[src/hw/dir_pkg.sv]
// constants for the die identity readout block
package dir_pkg;
	// register indices, byte address is four times the index
	localparam logic [7:0] FUSE_UP_IDX = 8'h2f;
	localparam logic [7:0] FUSE_LO_IDX = 8'h30;
	localparam logic [7:0] STATUS_IDX = 8'h3a;
	localparam logic [7:0] WDOG_IDX = 8'h3b;
	localparam logic [7:0] CRC_IDX = 8'h3c;
	localparam logic [7:0] PAGE_IDX = 8'h3e;
	// page select values
	localparam logic [7:0] PAGE_RST = 8'h00;
	localparam logic [7:0] PAGE_FUSE = 8'h02;
	// field positions of the identity fuses
	localparam int COL_LSB = 2;
	localparam int ROWU_LSB = 0;
	localparam int ROWL_LSB = 4;
	localparam int WAFER_LSB = 0;
	// status register bit positions
	localparam int ST_ROLE_BIT = 0;
	localparam int ST_SAFE_BIT = 1;
	localparam int ST_CRCF_BIT = 2;
	// key that services the watchdog and leaves the safe state
	localparam logic [7:0] WDOG_KEY = 8'ha5;
	// watchdog timing
	localparam int unsigned CLK_PERIOD_NS = 4;
	localparam int unsigned WDOG_TIME_NS = 98_300_000;
	localparam int unsigned WDOG_CYCLES = WDOG_TIME_NS / CLK_PERIOD_NS;
	// reset values and crc polynomial
	localparam logic [31:0] RDATA_RST = 32'h0000_0000;
	localparam logic [7:0] CRC_RST = 8'h00;
	localparam logic [7:0] CRC_POLY = 8'h07;
	// chain word width
	localparam int CW = 16;
endpackage

[src/hw/dir_top.sv]
// die identity readout: apb registers, watchdog, chain role and forwarding
//
// How it works
// - 0x2f holds column [7:2], row top [1:0]
// - 0x30 holds row bottom [7:4], wafer [3:0]
// - identity fuses never enter trim crc
// - watchdog expiry moves device to safe state
// - role pin selects chain head or member
// - members forward results down; head to spi
//
// Our own choice: register access over APB.
`timescale 1ns/1ps
module dir_top #(
	parameter int unsigned WDOG_LIMIT = dir_pkg::WDOG_CYCLES
) (
	// clock and reset
	input wire logic ref_clk,
	input wire logic sys_rst,
	// apb slave
	input wire logic psel,
	input wire logic penable,
	input wire logic pwrite,
	input wire logic [11:0] paddr,
	input wire logic [31:0] pwdata,
	output logic [31:0] prdata,
	output logic pready,
	output logic pslverr,
	// otp fuse contents, static after power-up
	input wire logic [5:0] otp_column,
	input wire logic [1:0] otp_die_row_upper,
	input wire logic [3:0] otp_die_row_lower,
	input wire logic [3:0] otp_wafer,
	input wire logic [31:0] otp_trim,
	input wire logic [7:0] otp_trim_crc,
	// role selection pin
	input wire logic role_pin,
	// local measurement results
	input wire logic meas_valid,
	input wire logic [dir_pkg::CW-1:0] meas_data,
	output logic meas_drop,
	// chain from the device above
	input wire logic up_valid,
	input wire logic [dir_pkg::CW-1:0] up_data,
	// chain toward the head
	output logic down_valid,
	output logic [dir_pkg::CW-1:0] down_data,
	// spi side of the head
	output logic spi_tx_valid,
	output logic [dir_pkg::CW-1:0] spi_tx_data,
	// state
	output logic role_head,
	output logic safe_state
);
	import dir_pkg::*;

	////////////////////////////////////////////////////////////////////////////
	// apb decode
	logic [7:0] idx; // word index
	logic access; // access phase not yet answered
	logic done; // edge where master samples pready
	logic wr_done; // write takes effect
	logic [7:0] page_r; // page select
	logic wdog_hit; // valid watchdog service
	logic [31:0] rd_nxt; // read mux
	logic err_nxt; // unmapped or misaligned
	logic [7:0] crc_r; // trim crc
	logic crc_fail_r; // trim crc mismatch
	logic [24:0] wdog_cnt_r; // watchdog count
	logic safe_r; // safe state
	logic role_m_r; // role pin stage one
	logic role_s_r; // role pin stage two

	// the word index drops the byte lane bits; anything outside the
	// 256 word window or off a word boundary is answered with an error
	assign idx = paddr[9:2];
	assign access = psel & penable & ~pready;
	assign done = psel & penable & pready;
	assign wr_done = done & pwrite & ~pslverr;
	assign wdog_hit = wr_done & (idx == WDOG_IDX) & (pwdata[7:0] == WDOG_KEY);

	// read mux; fuse registers show only on the fuse page
	always_comb begin
		rd_nxt = RDATA_RST;
		err_nxt = (paddr[11:10] != 2'b00) | (paddr[1:0] != 2'b00);
		case (idx)
			FUSE_UP_IDX: begin
				if (page_r == PAGE_FUSE) begin
					rd_nxt[COL_LSB +: 6] = otp_column;
					rd_nxt[ROWU_LSB +: 2] = otp_die_row_upper;
				end
			end
			FUSE_LO_IDX: begin
				if (page_r == PAGE_FUSE) begin
					rd_nxt[ROWL_LSB +: 4] = otp_die_row_lower;
					rd_nxt[WAFER_LSB +: 4] = otp_wafer;
				end
			end
			STATUS_IDX: begin
				rd_nxt[ST_ROLE_BIT] = role_head;
				rd_nxt[ST_SAFE_BIT] = safe_r;
				rd_nxt[ST_CRCF_BIT] = crc_fail_r;
			end
			WDOG_IDX: rd_nxt = {7'h00, wdog_cnt_r};
			CRC_IDX: rd_nxt[7:0] = crc_r;
			PAGE_IDX: rd_nxt[7:0] = page_r;
			default: err_nxt = 1'b1;
		endcase
	end

	// one wait state, answer registered, dropped after the sampling edge
	// the access cycle is taken once, then pready stands for one cycle;
	// a master that holds penable past that edge sees pready low again
	always_ff @(posedge ref_clk or posedge sys_rst) begin
		if (sys_rst) begin
			pready <= 1'b0;
			pslverr <= 1'b0;
			prdata <= RDATA_RST;
		end else if (access) begin
			pready <= 1'b1;
			pslverr <= err_nxt;
			prdata <= pwrite ? RDATA_RST : (err_nxt ? RDATA_RST : rd_nxt);
		end else begin
			pready <= 1'b0;
			pslverr <= 1'b0;
		end
	end

	////////////////////////////////////////////////////////////////////////////
	// page select, changed only by a write to it
	always_ff @(posedge ref_clk or posedge sys_rst) begin
		if (sys_rst) begin
			page_r <= PAGE_RST;
		end else if (wr_done && idx == PAGE_IDX) begin
			page_r <= pwdata[7:0];
		end
	end

	////////////////////////////////////////////////////////////////////////////
	// trim crc over trim bits only; identity fuses are not wired in
	function automatic logic [7:0] crc8(input logic [31:0] d);
		logic [7:0] c;
		c = CRC_RST;
		for (int i = 31; i >= 0; i--) begin
			c = {c[6:0], 1'b0} ^ ((c[7] ^ d[i]) ? CRC_POLY : 8'h00);
		end
		return c;
	endfunction

	always_ff @(posedge ref_clk or posedge sys_rst) begin
		if (sys_rst) begin
			crc_r <= CRC_RST;
			crc_fail_r <= 1'b0;
		end else begin
			crc_r <= crc8(otp_trim);
			crc_fail_r <= (crc_r != otp_trim_crc);
		end
	end

	////////////////////////////////////////////////////////////////////////////
	// watchdog; expiry enters safe state, keyed write services and leaves it
	// the counter freezes at the limit so the state cannot wrap back out;
	// a service write in the expiry cycle wins, the host just made it
	always_ff @(posedge ref_clk or posedge sys_rst) begin
		if (sys_rst) begin
			wdog_cnt_r <= 25'h000_0000;
			safe_r <= 1'b0;
		end else if (wdog_hit) begin
			wdog_cnt_r <= 25'h000_0000;
			safe_r <= 1'b0;
		end else if (wdog_cnt_r >= 25'(WDOG_LIMIT - 1)) begin
			safe_r <= 1'b1;
		end else begin
			wdog_cnt_r <= wdog_cnt_r + 25'h000_0001;
		end
	end
	assign safe_state = safe_r;

	////////////////////////////////////////////////////////////////////////////
	// role pin synchroniser; stage two drives the role
	always_ff @(posedge ref_clk or posedge sys_rst) begin
		if (sys_rst) begin
			role_m_r <= 1'b0;
			role_s_r <= 1'b0;
		end else begin
			role_m_r <= role_pin;
			role_s_r <= role_m_r;
		end
	end
	assign role_head = role_s_r;

	////////////////////////////////////////////////////////////////////////////
	// chain input synchroniser, two stages
	logic up_v_m_r;
	logic up_v_s_r;
	logic [CW-1:0] up_d_m_r;
	logic [CW-1:0] up_d_s_r;
	always_ff @(posedge ref_clk or posedge sys_rst) begin
		if (sys_rst) begin
			up_v_m_r <= 1'b0;
			up_v_s_r <= 1'b0;
			up_d_m_r <= '0;
			up_d_s_r <= '0;
		end else begin
			up_v_m_r <= up_valid;
			up_v_s_r <= up_v_m_r;
			up_d_m_r <= up_data;
			up_d_s_r <= up_d_m_r;
		end
	end

	// forwarding: upstream word wins, local word lost if both arrive
	// no buffer here, so a collision costs the local word and is flagged
	logic fwd_v;
	logic [CW-1:0] fwd_d;
	assign fwd_v = ~safe_r & (up_v_s_r | meas_valid);
	assign fwd_d = up_v_s_r ? up_d_s_r : meas_data;

	always_ff @(posedge ref_clk or posedge sys_rst) begin
		if (sys_rst) begin
			down_valid <= 1'b0;
			down_data <= '0;
			spi_tx_valid <= 1'b0;
			spi_tx_data <= '0;
			meas_drop <= 1'b0;
		end else begin
			down_valid <= fwd_v & ~role_s_r;
			spi_tx_valid <= fwd_v & role_s_r;
			down_data <= fwd_d;
			spi_tx_data <= fwd_d;
			meas_drop <= meas_valid & (up_v_s_r | safe_r);
		end
	end
endmodule // dir_top

[config.mk]
export PLATFORM = sky130hd
export DESIGN_NAME = dir_top
export DESIGN_NICKNAME = d
export VERILOG_FILES = /design/src/hw/dir_pkg.sv /design/src/hw/dir_top.sv
export SDC_FILE = /design/constraint.sdc
export NUM_CORES = 1
export LEC_CHECK = 0
export BUFFER_PORTS_ARGS = -buffer_cell sky130_fd_sc_hd__buf_4
export CAP_MARGIN = 20
export CORE_MARGIN = 8
export CORE_UTILIZATION = 35
export CTS_BUF_LIST = sky130_fd_sc_hd__clkbuf_4
export DETAILED_ROUTE_END_ITERATION = 8
export MAX_ROUTING_LAYER = met4
export PLACE_DENSITY = 0.67
export SYNTH_ARGS = -nofsm -noshare
export SYNTH_HDL_FRONTEND = slang
export SYNTH_SLANG_ARGS = --single-unit
[constraint.sdc]
create_clock -name ref_clk -period 4.1 [get_ports ref_clk]
set_input_delay 0.205 -clock ref_clk [delete_from_list [all_inputs] [get_ports ref_clk]]
set_output_delay 0.205 -clock ref_clk [all_outputs]
set_load 0.02 [all_outputs]
**Yosys cells after proc, flatten, opt, wreduce, memory -nomap -nowiden**

Cells that the tools add are included.

- Bits in registers: 132
- Input port bits: 140

- Bitwise gates (word level): 80
- Reductions and logical operators: 5
- Add/subtract/negate cells: 1
- Order comparisons: 1
- Multiplexer cells: 47
- Equality and inequality tests: 10

Operators with widths:

| operator | count |
|---|---|
| $xor 8x3->8 | 27 |
| $mux 3 | 32 |
| $mux 32 | 2 |
| $mux 25 | 2 |
| $eq 8x6->1 const B | 6 |
| $xor 1x1->1 | 26 |
| $add 25x1->25 const B | 1 |
| $ge 25x25->1 const B | 1 |
| $pmux 5 s5 | 1 |
| $pmux 3 s6 | 1 |
| $mux 17 | 1 |
| $mux 16 | 1 |
| $mux 8 | 2 |
| $and 1x1->1 | 11 |
| $eq 8x2->1 const B | 1 |
| $eq 8x8->1 const B | 1 |
| $ne 8x8->1 | 1 |
| $xor 7x3->7 | 1 |
| $reduce_bool 2->1 | 3 |
| $reduce_or 6->1 | 1 |
| $xor 6x3->6 | 1 |
| $mux 1 | 5 |
| $xor 1x1->1 const A | 5 |
| $xor 5x3->5 | 1 |
| 5 further kinds | 10 |

**Depth between registers and ports, before layout**

- Depth in word-level cells: 85
- Depth in mapped cells: 11
- Gate-level depth less buffers: 9

**Least setup slack after synthesis**

OpenSTA, ideal clock, no wires.

- Kind: flip-flop to flip-flop
- Start: register wdog_cnt_r[5]
- End: register wdog_cnt_r[19]
- Path buffers: 0
- Setup time: 0.077 ns
- Arrival: 2.119 ns
- Slack: 1.903 ns
- Stages on the path, launching flop included: 9
- Required time: 4.023 ns
- Cell sequence: dfrtp_1 -> or4_1 -> nor2_1 -> o21ai_1 -> a21oi_1 -> o31ai_1 -> a211o_1 -> or3_1 -> a21oi_1

- Longest elaborated chain between the ends: 3

RTL lines:

| element | RTL line | source |
|---|---|---|
| start: declaration | dir_top.sv:68 | `logic [24:0] wdog_cnt_r;` |
| start signal: assignment | dir_top.sv:173 | `wdog_cnt_r <= wdog_cnt_r + 25'h000_0001;` |
| $add 25x1->25 | dir_top.sv:173 |  |
| $mux 25 | dir_top.sv:170 | `end else if (wdog_cnt_r >= 25'(WDOG_LIMIT - 1)) begin` |
| $mux 25 | dir_top.sv:167 | `end else if (wdog_hit) begin` |

Several ways; a longest one is shown, not always the timed one. The select of a mux whose other input is x is not followed.
A chain may end at the register's enable or synchronous reset.

**Worst setup path after layout**

Same ends and word-level chain as after synthesis.

==> run metrics <==
number of optimization iterations in the first detailed-route pass=4; Core ar.=0.0165 sq mm; total CTS buffers=17; setup slack of the worst register-to-register path=1280 ps; Critical Path Source Type=flop; element type at the critical path end=flop; clock-pin slew reported for the worst setup and hold paths after clock tree synthesis=110 ps; proportion of synthesized flip-flops having asynchronous set or reset=100%; average routed wire per standard cell=16.5 microns; unrepaired setup endpoints after global routing=no; ranking of synthesized cells by instance count=125 x sky130_fd_sc_hd__dfrtp_1, 71 x sky130_fd_sc_hd__xnor2_1, 35 x sky130_fd_sc_hd__nor2_1; Crit Path Max Fanout=12; sequential cell area fraction in the yosys report=53.6%; htree depth=4; most instantiated library cell after synthesis=sky130_fd_sc_hd__dfrtp_1; data required time at the worst endpoint=4530 ps; Synth area leaders=sky130_fd_sc_hd__dfrtp_1 54%, sky130_fd_sc_hd__xnor2_1 11%, sky130_fd_sc_hd__mux2_2 5.0%; ratio of cells with drive above 1 in the final layout=34.6%; first-pass GRT wire length=25700 microns; adder-cell share of the synthesized area=0.214%; number of synthesized register bits=125; overall die area=0.0211 sq mm; quantity of gates resized following cts=0; clock tree from TritonCTS=built; Worst Clk Skew=12.5 ps; Iter 0 DRT Violations=211; num ports=211; final period utilization=68.9%; distinct cell type count after synthesis=46; total power per unit cell area=366 mW/mm^2; post-synth top area share=53.6%; mapped cell area=0.00584 sq mm; worst reg2reg path endpoint=wdog_cnt_r[19]; predominant post-synthesis flop cell=sky130_fd_sc_hd__dfrtp_1; via count of the first global-routing pass=5031; number of violations of the max-capacitance limit=0; IR Drop Worst-Case VDD=0.000200 V; depth of the worst hold-timing path=3; worst r2r path cells=9; Global Route Usage Sum=15.6%; Root Buffer Master=sky130_fd_sc_hd__clkbuf_4; xor/xnor cell area share of the yosys netlist=16.3%; last weighted congestion value of the routability-driven placer=0.819; initial antenna violation count=1; global-route congestion overflow total=0; number of hold-slack violations in the final timing report=0; Initial Utilization=35.5%; result of the run=finished, final reports clean; number of instances in the synthesized netlist=504; Min-Delay Endpoint=crc_r[0]; cell type contributing the most total cell area after synthesis=sky130_fd_sc_hd__dfrtp_1; type of the setup path with the least slack=flop to flop; maximum buffer depth of the clock tree=2; total half-perimeter wirelength after legalization and detailed placement=12000 microns; main combinational cell family by area after synthesis=XOR/XNOR gates; standard-cell rows=47; maximum number of pins on one net before global-route repair=62; vias per cell=4.71; fraction of the mapped netlist area in compound gates=10.9%; chip height=145 microns; Worst R2R Start=wdog_cnt_r[5]; die extent in x=145 microns; Yosys warnings=0; shortest clock period the worst path allows after layout=2820 ps; aggregate routed wire length=15900 microns; HP Class=primary input to flop; Arr. time, crit path=3260 ps; simple-gate share of the synthesized area=9.60%; max-slew violation count=0; DR DRC count=0; final setup vio count=0; layout overhead on the synthesized area=38.9%; clock network latency to the later pin of the worst-skew pair=520 ps; hold_sp=otp_trim[0]; clock sinks=125; count of port buffers added during placement=179; Final nets=870; number of nets with antenna violations after routing=0; average footprint of a synthesized cell=11.6 sq um; Slew @ Worst Pin=887 ps; Max-slew headroom=40.4%; proportion of synthesized area in mux cells=5.01%; sum of negative setup slack=0 ps; sum of internal, switching and leakage power=0.00297 W; Pleak=3.66 nW; f_max=354 MHz; count of vias placed by the detailed router=4536; EDFF count, synth=0
[layout make-up]
type	instances	area (sq um)
multi-input combinational	341	2490
clock buffer	18	135
tap	220	275
antenna	1	2.50
fill	1485	8350
inverter	7	28.8
timing repair buffer	237	1910
clock inverter	14	145
sequential	125	3130
[per-stage QoR]
stage | setup slack, ps | std cells | hold slack, ps | area, sq um | utilization (%)
6_report | 1280 | 963 | 47.0 | 8110 | 49.3
5_1_grt | 1160 | 963 | 1.69 | 8110 | 49.3
3_5_place_dp | 1300 | 878 | 315 | 7310 | 44.4
4_1_cts | 1260 | 962 | 2.94 | 8110 | 49.2
2_1_floorplan | 567 | 510 | 236 | 5860 | -
3_3_place_gp | 1370 | 878 | 316 | 7310 | 44.4
[layer usage]
layer	up-vias	part of all wire, %	global-route usage [%]
li1	2177	-	-
met1	2140	39	15.7
met2	184	51	27.0
met4	0	3.0	7.60
met3	35	6.8	5.13
met5	-	0	-
[state kept, by name, indices dropped and copies added (netlist names), 8 cells and up]
signal / cells
page_r: 8
wdog_cnt_r: 25
up_d_s_r: 16
up_d_m_r: 16
prdata: 25
spi_tx_data: 16
crc_r: 8
[layout by cell type, fill, tap and decap left out, types with 7 or more instances in the layout]
cell,netlist,routed
sky130_fd_sc_hd__conb_1,1,7
sky130_fd_sc_hd__a22o_1,20,20
sky130_fd_sc_hd__nand2_1,32,32
sky130_fd_sc_hd__dlygate4sd3_1,0,52
sky130_fd_sc_hd__xnor2_1,71,71
sky130_fd_sc_hd__clkbuf_4,0,18
sky130_fd_sc_hd__nand3_1,9,9
sky130_fd_sc_hd__dfrtp_1,125,125
sky130_fd_sc_hd__xor2_1,21,21
sky130_fd_sc_hd__mux2_2,26,26
sky130_fd_sc_hd__a211oi_1,9,9
sky130_fd_sc_hd__nor2_1,35,35
sky130_fd_sc_hd__a22oi_1,8,8
sky130_fd_sc_hd__a21oi_1,18,18
sky130_fd_sc_hd__xnor2_2,8,8
sky130_fd_sc_hd__o21ai_0,15,15
sky130_fd_sc_hd__buf_4,23,185
[worst max-delay path by stage]
| stage | startpoint | endpoint | slack [ps] | depth (start not counted) |
|---|---|---|---|---|
| 3_5_place_dp | wdog_cnt_r[5] | wdog_cnt_r[19] | 1300 | 9 |
| 5_1_grt | wdog_cnt_r[5] | wdog_cnt_r[17] | 1160 | 9 |
| 2_1_floorplan | sys_rst | crc_fail_r | 570 | 1 |
| 4_1_cts | wdog_cnt_r[5] | wdog_cnt_r[19] | 1260 | 9 |
| 3_3_place_gp | wdog_cnt_r[5] | wdog_cnt_r[19] | 1370 | 9 |
| 6_report | wdog_cnt_r[5] | wdog_cnt_r[19] | 1280 | 9 |
[repair_timing]
| item | CTS | global route |
|---|---|---|
| setup buffers | 0 | 0 |
| endpoints found under the setup margin | 0 | 0 |
| endpoints found under the hold margin | 108 | 0 |
| hold buffers | 52 | 0 |
[logic make-up after synthesis]
group / after synthesis
other cells: 1
mux: 26
flops: 125
compound gates: 91
fa+ha+maj: 1
buf+inv: 44
simple gates: 115
xor+xnor: 101
[worst max-delay path: stages, from the launching register on]
cell	delay [ps]
sky130_fd_sc_hd__dfrtp_1	460
sky130_fd_sc_hd__or4_1	540
sky130_fd_sc_hd__nor2_1	90
sky130_fd_sc_hd__o21ai_1	90
sky130_fd_sc_hd__a21oi_1	180
sky130_fd_sc_hd__o31ai_2	200
sky130_fd_sc_hd__buf_4	230
sky130_fd_sc_hd__a211o_1	410
sky130_fd_sc_hd__or3_1	380
sky130_fd_sc_hd__a21oi_1	160
[report_power, final]
| part | total (W) | switching (W) | internal, W |
|---|---|---|---|
| sequential | 0.00137 | 0.0000491 | 0.00132 |
| clock | 0.000828 | 0.000459 | 0.000369 |
| combinational | 0.000773 | 0.000354 | 0.000419 |
Power figures use the tool's default switching activity.
